**src/hw/wake_irq_pkg.sv**
```systemverilog
// constants, types and the contract list for the wakeup and interrupt controller
// Contract
// RQ1 - mode field: 00 normal, 01 sleep, 10 green
// RQ2 - low clock select picks slow clock
// RQ3 - sleep exits only on wake pin or reset
// RQ4 - software waits 20ms before leaving slow
// RQ5 - green without timer wake: pins or reset
// RQ6 - green with timer wake: pins, reset, timer
// RQ7 - sleep wakeup lands in normal, external only
// RQ8 - green wakeup restores previous normal or slow
// RQ9 - sleep wakeup waits 2048 oscillator clocks
// RQ10 - green wakeup resumes without settling delay
// RQ11 - port 0 wakeup always enabled
// RQ12 - six write-only port 1 wake enables
// RQ13 - three sources: pin, timer, timer/counter
// RQ14 - pin interrupt wakes sleep into normal
// RQ15 - service entry clears global enable
// RQ16 - service exit sets global enable
// RQ17 - no interrupt unless global enable is one
// RQ18 - accept pushes stack, vectors to 8
// RQ19 - return from irq pops stack
// RQ20 - enable bits 0, 4, 5, reset zero
// RQ21 - events set flags at bits 0, 4, 5
// RQ22 - software clears flags, never hardware
// RQ23 - flags set even when disabled
// RQ24 - several pending requests share vector 8
// RQ25 - green wake resumes after entering instruction
package wake_irq_pkg;
   // register offsets
   localparam logic [7:0] ADDR_P1_WAKE = 8'hc0;
   localparam logic [7:0] ADDR_IRQ_FLAGS = 8'hc8;
   localparam logic [7:0] ADDR_IRQ_EN = 8'hc9;
   localparam logic [7:0] ADDR_OSC_CTRL = 8'hca;
   localparam logic [7:0] ADDR_STACK = 8'hdf;
   // field positions
   localparam int BIT_PIN = 0;
   localparam int BIT_T0 = 4;
   localparam int BIT_TC0 = 5;
   localparam int BIT_GIE = 7;
   localparam int BIT_HALT = 1;
   localparam int BIT_LOWCLK = 2;
   localparam int BIT_MODE_LO = 3;
   // masks and reset values
   localparam logic [7:0] IRQ_MASK = 8'h31;
   localparam logic [5:0] P1_WAKE_RESET = 6'h00;
   localparam logic [2:0] STACK_RESET = 3'h7;
   localparam logic [15:0] VECTOR_ADDR = 16'h0008;
   // mode field encodings
   localparam logic [1:0] MODE_NORMAL = 2'h0;
   localparam logic [1:0] MODE_SLEEP = 2'h1;
   localparam logic [1:0] MODE_GREEN = 2'h2;
   // oscillator settling, in high oscillator clocks
   localparam int SETTLE_CLOCKS = 2048;
   localparam logic [11:0] SETTLE_LAST = 12'(SETTLE_CLOCKS - 1);
   // core power state
   typedef enum logic [1:0] {
      ST_RUN = 2'b00,
      ST_GREEN = 2'b01,
      ST_SLEEP = 2'b11,
      ST_SETTLE = 2'b10
   } power_state_t;
   // register bus request
   typedef struct packed {
      logic wr;
      logic rd;
      logic [7:0] addr;
      logic [7:0] wdata;
   } reg_req_t;
   // interrupt sources as events
   typedef struct packed {
      logic pin;
      logic t0;
      logic tc0;
   } irq_events_t;
endpackage

```
**src/hw/wake_irq_ctrl.sv**
```systemverilog
// wakeup, power mode and interrupt control block
//
// The address-and-strobe port was left to the implementer.
`timescale 1ns/1ps
`default_nettype none
module wake_irq_ctrl
   import wake_irq_pkg::*;
(
   // clock and reset
   input wire logic clk_sys_i,
   input wire logic nrst_i,
   // register port
   input wire reg_req_t reg_i,
   output logic [7:0] rdata_o,
   // interrupt events, one-cycle pulses from on-chip logic
   input wire irq_events_t events_i,
   // timer 0 overflow pulse and run bit from the timer
   input wire logic t0_overflow_i,
   input wire logic timer_zero_run_i,
   // high oscillator clock tick, one-cycle pulse
   input wire logic hosc_tick_i,
   // wake pins, asynchronous
   input wire logic port0_pin_i,
   input wire logic [5:0] port1_pin_i,
   // core handshake
   input wire logic instr_boundary_i,
   input wire logic return_from_irq_i,
   output logic irq_take_o,
   output logic [15:0] vector_o,
   output logic cpu_run_o,
   output logic low_clock_select_o,
   output logic high_osc_halt_o,
   output logic [1:0] cpu_mode_o,
   output logic [2:0] stack_level_o
);
   // reset release chain
   logic rst_meta_q;
   logic rst_sync_q;
   // pin synchronisers and previous sample
   logic [6:0] pin_meta_q;
   logic [6:0] pin_sync_q;
   logic [6:0] pin_prev_q;
   // registers
   logic [5:0] port1_pin_wake_bits_q;
   logic [7:0] flags_q;
   logic [7:0] en_q;
   logic global_irq_enable_q;
   logic [2:0] stack_q;
   logic [1:0] mode_q;
   logic low_clock_select_q;
   logic high_osc_halt_q;
   // power state and settling count
   power_state_t state_q;
   logic [11:0] settle_q;
   // decoded strobes and wake terms
   logic wr_mode;
   logic [6:0] pin_change;
   logic pin_wake;
   logic take;
   logic [7:0] set_bits;

   // reset released through two flip-flops
   always_ff @(posedge clk_sys_i or negedge nrst_i)
   begin
      if (!nrst_i)
      begin
         rst_meta_q <= 1'b0;
         rst_sync_q <= 1'b0;
      end
      else
      begin
         rst_meta_q <= 1'b1;
         rst_sync_q <= rst_meta_q;
      end
   end

   // two-flop sync of wake pins, then one more for change detect
   always_ff @(posedge clk_sys_i or negedge rst_sync_q)
   begin
      if (!rst_sync_q)
      begin
         pin_meta_q <= 7'h00;
         pin_sync_q <= 7'h00;
         pin_prev_q <= 7'h00;
      end
      else
      begin
         pin_meta_q <= {port1_pin_i, port0_pin_i};
         pin_sync_q <= pin_meta_q;
         pin_prev_q <= pin_sync_q;
      end
   end

   // level change on port 0 always wakes, port 1 only where enabled
   assign pin_change = pin_sync_q ^ pin_prev_q;
   assign pin_wake = pin_change[0] | (|(pin_change[6:1] & port1_pin_wake_bits_q)); // RQ11 RQ12

   // mode register write strobe
   assign wr_mode = reg_i.wr && (reg_i.addr == ADDR_OSC_CTRL);

   // take: pending and enabled, global enable set, core at boundary and running
   assign take = global_irq_enable_q && (|(flags_q & en_q & IRQ_MASK)) && instr_boundary_i
      && (state_q == ST_RUN); // RQ17 RQ23 RQ24

   // events collected at their flag positions
   always_comb
   begin
      set_bits = 8'h00;
      set_bits[BIT_PIN] = events_i.pin; // RQ13
      set_bits[BIT_T0] = events_i.t0;
      set_bits[BIT_TC0] = events_i.tc0;
   end

   // port 1 wake enables, write-only
   always_ff @(posedge clk_sys_i or negedge rst_sync_q)
   begin
      if (!rst_sync_q)
      begin
         port1_pin_wake_bits_q <= P1_WAKE_RESET; // RQ12
      end
      else if (reg_i.wr && (reg_i.addr == ADDR_P1_WAKE))
      begin
         port1_pin_wake_bits_q <= reg_i.wdata[5:0]; // RQ12
      end
   end

   // request flags: events set regardless of enable, set beats clear
   always_ff @(posedge clk_sys_i or negedge rst_sync_q)
   begin
      if (!rst_sync_q)
      begin
         flags_q <= 8'h00;
      end
      else if (reg_i.wr && (reg_i.addr == ADDR_IRQ_FLAGS))
      begin
         flags_q <= (reg_i.wdata | set_bits) & IRQ_MASK; // RQ22
      end
      else
      begin
         flags_q <= flags_q | set_bits; // RQ21 RQ23
      end
   end

   // enable bits
   always_ff @(posedge clk_sys_i or negedge rst_sync_q)
   begin
      if (!rst_sync_q)
      begin
         en_q <= 8'h00;
      end
      else if (reg_i.wr && (reg_i.addr == ADDR_IRQ_EN))
      begin
         en_q <= reg_i.wdata & IRQ_MASK; // RQ20
      end
   end

   // global enable and stack level
   always_ff @(posedge clk_sys_i or negedge rst_sync_q)
   begin
      if (!rst_sync_q)
      begin
         global_irq_enable_q <= 1'b0;
         stack_q <= STACK_RESET;
      end
      else if (take)
      begin
         // entering service blocks further requests
         global_irq_enable_q <= 1'b0; // RQ15
         stack_q <= stack_q - 3'h1; // RQ18
      end
      else if (return_from_irq_i)
      begin
         global_irq_enable_q <= 1'b1; // RQ16
         stack_q <= stack_q + 3'h1; // RQ19
      end
      else if (reg_i.wr && (reg_i.addr == ADDR_STACK))
      begin
         global_irq_enable_q <= reg_i.wdata[BIT_GIE];
         stack_q <= reg_i.wdata[2:0];
      end
   end

   // vector request to the core, one cycle
   always_ff @(posedge clk_sys_i or negedge rst_sync_q)
   begin
      if (!rst_sync_q)
      begin
         irq_take_o <= 1'b0;
         vector_o <= 16'h0000;
      end
      else
      begin
         irq_take_o <= take; // RQ18
         vector_o <= take ? VECTOR_ADDR : 16'h0000; // RQ24
      end
   end

   // oscillator control fields
   always_ff @(posedge clk_sys_i or negedge rst_sync_q)
   begin
      if (!rst_sync_q)
      begin
         low_clock_select_q <= 1'b0;
         high_osc_halt_q <= 1'b0;
      end
      else if (wr_mode)
      begin
         // software keeps slow mode for the oscillator restart delay
         low_clock_select_q <= reg_i.wdata[BIT_LOWCLK]; // RQ2 RQ4
         high_osc_halt_q <= reg_i.wdata[BIT_HALT];
      end
      else if (state_q == ST_SETTLE && settle_q == SETTLE_LAST && hosc_tick_i)
      begin
         // sleep always returns to the high clock
         low_clock_select_q <= 1'b0; // RQ7
         high_osc_halt_q <= 1'b0;
      end
   end

   // power state machine and mode field
   always_ff @(posedge clk_sys_i or negedge rst_sync_q)
   begin
      if (!rst_sync_q)
      begin
         state_q <= ST_RUN;
         mode_q <= MODE_NORMAL;
         settle_q <= 12'h000;
      end
      else
      begin
         unique case (state_q)
            ST_RUN:
            begin
               settle_q <= 12'h000;
               if (wr_mode)
               begin
                  mode_q <= reg_i.wdata[BIT_MODE_LO+1:BIT_MODE_LO];
                  // reserved code 11 keeps running
                  if (reg_i.wdata[BIT_MODE_LO+1:BIT_MODE_LO] == MODE_SLEEP)
                  begin
                     state_q <= ST_SLEEP; // RQ1
                  end
                  else if (reg_i.wdata[BIT_MODE_LO+1:BIT_MODE_LO] == MODE_GREEN)
                  begin
                     state_q <= ST_GREEN; // RQ1
                  end
               end
            end
            ST_GREEN:
            begin
               // pins always, timer only with its run bit set
               if (pin_wake || (t0_overflow_i && timer_zero_run_i)) // RQ5 RQ6 RQ8
               begin
                  // no settling, slow select untouched, core resumes next instruction
                  state_q <= ST_RUN; // RQ10 RQ25
                  mode_q <= MODE_NORMAL;
               end
            end
            ST_SLEEP:
            begin
               // only external triggers leave sleep
               if (pin_wake) // RQ3 RQ7 RQ14
               begin
                  state_q <= ST_SETTLE;
                  settle_q <= 12'h000;
               end
            end
            ST_SETTLE:
            begin
               if (hosc_tick_i)
               begin
                  if (settle_q == SETTLE_LAST) // RQ9
                  begin
                     state_q <= ST_RUN;
                     mode_q <= MODE_NORMAL; // RQ7
                  end
                  else
                  begin
                     settle_q <= settle_q + 12'h001;
                  end
               end
            end
         endcase
      end
   end

   // register read data, one cycle after the strobe
   always_ff @(posedge clk_sys_i or negedge rst_sync_q)
   begin
      if (!rst_sync_q)
      begin
         rdata_o <= 8'h00;
      end
      else if (reg_i.rd)
      begin
         unique case (reg_i.addr)
            ADDR_IRQ_FLAGS: rdata_o <= flags_q;
            ADDR_IRQ_EN: rdata_o <= en_q;
            ADDR_OSC_CTRL: rdata_o <= {3'h0, mode_q, low_clock_select_q, high_osc_halt_q, 1'b0};
            ADDR_STACK: rdata_o <= {global_irq_enable_q, 4'h0, stack_q};
            default: rdata_o <= 8'h00;
         endcase
      end
      else
      begin
         rdata_o <= 8'h00;
      end
   end

   // status outputs to the core and clock logic
   always_ff @(posedge clk_sys_i or negedge rst_sync_q)
   begin
      if (!rst_sync_q)
      begin
         cpu_run_o <= 1'b1;
         low_clock_select_o <= 1'b0;
         high_osc_halt_o <= 1'b0;
         cpu_mode_o <= MODE_NORMAL;
         stack_level_o <= STACK_RESET;
      end
      else
      begin
         cpu_run_o <= (state_q == ST_RUN);
         low_clock_select_o <= low_clock_select_q; // RQ2
         high_osc_halt_o <= high_osc_halt_q | (state_q == ST_SLEEP) | (state_q == ST_SETTLE);
         cpu_mode_o <= mode_q;
         stack_level_o <= stack_q;
      end
   end
endmodule
`default_nettype wire

```
**config.mk**
```make
export PLATFORM = sky130hd
export DESIGN_NAME = wake_irq_ctrl
export DESIGN_NICKNAME = d
export VERILOG_FILES = /design/src/hw/wake_irq_pkg.sv /design/src/hw/wake_irq_ctrl.sv
export SDC_FILE = /design/constraint.sdc
export NUM_CORES = 1
export LEC_CHECK = 0
export ABC_AREA = 1
export BUFFER_PORTS_ARGS = -buffer_cell sky130_fd_sc_hd__buf_2
export CORE_MARGIN = 1.5
export CORE_UTILIZATION = 36
export DETAILED_ROUTE_END_ITERATION = 12
export PLACE_DENSITY = 0.53
export SYNTH_ARGS = -nofsm -noshare
export SYNTH_HDL_FRONTEND = slang
export SYNTH_SLANG_ARGS = --single-unit
```
**constraint.sdc**
```tcl
create_clock -name clk_sys_i -period 5.85 [get_ports clk_sys_i]
set_clock_uncertainty 0.2 [all_clocks]
set_input_delay 0.585 -clock clk_sys_i [delete_from_list [all_inputs] [get_ports clk_sys_i]]
set_output_delay 0.585 -clock clk_sys_i [all_outputs]
set_load 0.1 [all_outputs]
```
======== Word-level counts from Yosys, hierarchy flattened ========
Cells that the tools add are included.
cells by class
  $add $sub $neg .......................... 3
  bitwise operators ....................... 8
  muxes and demuxes ....................... 27
  equal/unequal tests ..................... 18
  reductions and logical operators ........ 22
operator list
  cell                   count
  $eq 8x8->1 const B     5
  $mux 12                3
  $pmux 12 s3            1
  $pmux 8 s4             1
  $mux 2                 8
  $mux 8                 2
  $add 12x1->12 const B  1
  $and 6x6->6            2
  $eq 12x11->1 const B   1
  $ne 2x2->1 const B     6
  $logic_and 1x1->1      11
  $mux 3                 3
  $reduce_bool 3->1      3
  $or 8x6->8             1
  $pmux 2 s4             1
  $xor 7x7->7            1
  $eq 2x2->1 const B     3
  $mux 1                 6
  $or 6x6->6             1
  $pmux 2 s3             1
  $reduce_and 6->1       1
  $reduce_or 6->1        1
  $reduce_and 5->1       1
  $eq 2x1->1 const B     2
  other kinds (10)       12
storage, ports and cells
  flip-flop bits (word level) ............. 83
  logic and storage cells ................. 101

======== Logic depth before layout (Yosys ltp) ========
  word-level depth ........................ 7
  depth in mapped cells ................... 12
  mapped depth without buffers ............ 11

======== Worst setup path before layout ========
Ideal clock, no wire load.
  path type ............................... reg-to-output
  start point ............................. register vector_o[3]
  end point ............................... output vector_o[3]
  data required time ...................... 5.065 ns
  buffers on the path ..................... 1
  cell stages (with the launch flop) ...... 2
  path slack .............................. 3.741 ns
  arrival time ............................ 1.324 ns
  path through ............................ dfrtp_1 buf_4
RTL lines
  what                      RTL line              source
  start: declaration        wake_irq_ctrl.sv:29   output logic [15:0] vector_o,
  start signal: assignment  wake_irq_ctrl.sv:194  vector_o <= take ? VECTOR_ADDR : 16'h0000;
No word-level cell between the ends.

======== Worst setup path after layout ========
  start point ............................. register stack_level_o[0]
  end point ............................... output stack_level_o[0]
RTL lines
  what                      RTL line              source
  start: declaration        wake_irq_ctrl.sv:34   output logic [2:0] stack_level_o
  start signal: assignment  wake_irq_ctrl.sv:327  stack_level_o <= stack_q;
No word-level cell between the ends.

==> summary.md <==
| Metric | Value |
|---|---|
| Worst hold stages | `1` |
| Pre-CTS setup slack | `3.67 ns` |
| Min cycle time layout | `2.05 ns` |
| Worst Setup SP | `stack_level_o[0]` |
| CTS clk-pin slew, worst paths | `0.08 ns` |
| Mux contribution to synthesized area | `0.331%` |
| Fin nets | `489` |
| Number of global-route vias before repair | `2,460` |
| Cell Rows | `35` |
| Mapped Area | `0.00340 mm²` |
| Tot Pwr | `1.17 mW` |
| Worst Path Buf+Inv | `1` |
| CP max stage delay | `0.52 ns` |
| Clk root buf | `clkbuf_8` |
| Placed Instances | `545` |
| Slowest CP cell | `dfstp_2` |
| First-pass DRT Iterations | `4` |
| Total track usage | `14.7%` |
| Max-slew headroom | `41.1%` |
| RePlAce Congestion | `0.815` |
| Worst-margin pin slew | `0.883 ns` |
| Sum Neg Setup Slack | `0 ns` |
| Fin. Hold Viols | `0` |
| Final ANT Viol Nets | `0` |
| Height of the die | `100 µm` |
| Core area | `0.00920 mm²` |
| Commonest cells after routing, fill and taps aside | `nand2_1, dfrtp_1, buf_2` |
| Flop pwr share | `49.4%` |
| Startpoint Class | `register` |
| Syn. warnings | `0` |
| Yosys top cell area share | `49.3%` |
| Internal reg-to-reg setup slack | `3.83 ns` |
| Worst r2r dst | `settle_q[1]` |
| # resized after CTS | `0` |
| CP Data Arrival Time | `1.27 ns` |
| Worst r2r src | `state_q[0]` |
| Final instance area | `0.00393 mm²` |
| Biggest area consumer among synthesized cells | `dfrtp_1` |
| Detailed Route WL | `6.60 mm` |
| Area Overhead vs Synth | `15.4%` |
| Synth top area cells | `dfrtp_1, nand2_1, dfstp_2, inv_1, nand3_1` |
| Non-Filler Instances | `562` |
| Peak supply drop | `0.143 mV` |
| Placed inst area | `0.00371 mm²` |
| Layout cells sized above 1 | `18.6%` |
| Mapped Avg Cell Area | `8.77 µm²` |
| Delay-heaviest family, CP | `flip-flops` |
| Commonest non-fill, non-tap cell in the layout | `nand2_1` |
| Simple-Gate Fraction of Synth Area | `22.1%` |
| Status | `completed` |
| R2r worst-path depth | `8` |
| RSZ-0062 raised after global routing | `no` |
| TritonCTS clock tree | `yes` |
| Largest net degree at the start of global routing | `73` |
| I/O pins | `68` |
| Worst Hold End | `pin_meta_q[1]` |
| Switching power | `0.354 mW` |
| Initial antenna violation count | `0` |
| Fmax | `0.487 GHz` |
| Initial Util | `37.0%` |
| Num Clock Sinks | `74` |
| Residual DRC | `0` |
| Largest family of logic cells by synthesized area | `simple AND/OR/NAND/NOR gates` |
| Setup Buffers After CTS | `0` |
| Netlist cell types | `31` |
| Clock share of power | `34.7%` |
| Filler instances | `926` |
| Die area | `0.0100 mm²` |
| Clock latency on the worst-skew pair | `0.34 ns` |
| Crit-path cells | `buf_2` |
| Max clock buf depth | `2` |
| Critical path fanouts, max | `1` |
| Pwr Density | `298 mW/mm²` |
| WL/cell | `11.7 µm` |
| Vias per std cell | `4.45` |
| Hold wc startpoint | `port1_pin_i[0]` |
| Final setup viols | `0` |
| Combinational group share of total power | `15.9%` |
| Seq/Total Area, Yosys | `54.7%` |
| Num CTS Buffers | `9` |
| GRT overflow | `0` |
| Compound-gate portion of the synthesized area | `7.17%` |
| Final WS setup | `3.80 ns` |
| FF+latch count, synth | `74` |
| Hpwl dp | `4.77 mm` |
| Crit. End Element | `primary output` |
| CP Class | `reg2out` |
| Initial detailed-routing violation count | `77` |
| Ant diodes | `0` |
| Synth Area in Adders | `2.94%` |
| Vias | `2,501` |
| First-pass GRT wire length | `11.5 mm` |
| Width of the die | `100 µm` |
| Int Pwr | `0.818 mW` |
| H-tree Lvls | `3` |
| Quantity of I/O buffers inserted on ports | `51` |
| Cells after Synth | `388` |
| Lkg Pwr | `2.06 nW` |
| Worst path required time | `5.07 ns` |
| Switching Fraction | `30.2%` |
| Hold Crit Class | `in2reg` |
| Xor/xnor share of the synthesized area | `2.83%` |
| Tcrit/Tclk final | `35.1%` |
| Max-cap violations | `0` |
| Max Slew Vio Count | `0` |
## how the worst max path moves through the flow
stage | end | slack, ns | cells after the start
finish | stack_level_o[0] | 3.80 | 1
detailed placement | flags_q[5] | 3.67 | 9
floorplan | cpu_mode_o[0] | 3.45 | 0
CTS | stack_level_o[0] | 3.77 | 1
global placement | flags_q[4] | 3.71 | 9
global route | settle_q[6] | 3.59 | 8
## routing by layer
| metal | part of all wire [%] | vias up | GRT usage (%) |
|---|---|---|---|
| met5 | 0 | - | 0 |
| met4 | 2.3 | 0 | 5.63 |
| met3 | 5.9 | 11 | 4.94 |
| met2 | 46 | 72 | 22.7 |
| met1 | 46 | 1113 | 19.1 |
| li1 | - | 1305 | - |
## power by group through the flow
stage | Clock, mW | Combinational, mW | Sequential [mW]
after global placement | 0 | 0.187 | 0.588
after floorplan | 0 | 0.121 | 0.624
after detailed placement | 0 | 0.188 | 0.589
final | 0.407 | 0.187 | 0.579
after global routing | 0.447 | 0.208 | 0.584
after CTS | 0.425 | 0.190 | 0.579
## final cells by class
cell class,instances,area (µm²),share of cell area (%)
Clock buffer,12,155,3.95
Multi-Input combinational cell,260,1270,32.3
Clock inverter,4,48.8,1.24
Timing Repair Buffer,53,273,6.95
Sequential cell,74,1860,47.4
Tap cell,111,139,3.54
Inverter,48,180,4.59
## sequential cells by signal (all words and copies together), names as in the netlist, 2 cells and up
register               flops
cpu_mode_o                 2
en_q                       3
flags_q                    3
mode_q                     2
pin_meta_q                 7
pin_prev_q                 7
pin_sync_q                 7
port1_pin_wake_bits_q      6
rdata_o                    8
settle_q                  12
stack_level_o              3
stack_q                    3
state_q                    2
## metrics by stage
stage	hold slack, ns	util, %
after global routing	0.117	42.7
after CTS	0.132	42.7
after global placement	0.135	40.4
after detailed placement	0.135	40.4
after floorplan	0.0894	-
final	0.148	42.7
## what timing repair did
action,4_1_cts,5_1_grt
setup endpoints to repair,0,0
hold buffers,1,0
endpoints found under the hold margin,2,0
## synthesized netlist by cell type
cell type  instances
nand3_1           29
inv_1             48
clkbuf_1           2
a21oi_1            5
nor2_1            29
buf_6              1
o31ai_1            2
o21bai_1           2
buf_4             16
a21boi_0           1
xnor2_1            3
dfstp_2            7
o21ai_2            1
nor4_2             1
nand3_2            2
ha_1               8
dfrtp_1           67
nand2_2            2
o21ai_0           23
a31oi_1            1
nor3_1             5
conb_1             2
o21ai_1            1
o22ai_1            5
mux2_2             1
buf_2              2
nand2_1          109
nor2_2             2
nor3b_1            1
xor2_1             8
o211ai_1           2
## cells by family after synthesis
kind of cell / count (synthesis)
flops: 74
buf+inv: 69
simple gates: 180
compound gates: 43
fa+ha+maj: 8
mux: 1
xor+xnor: 11
other cells: 2
(Power assumes the default switching activity.)
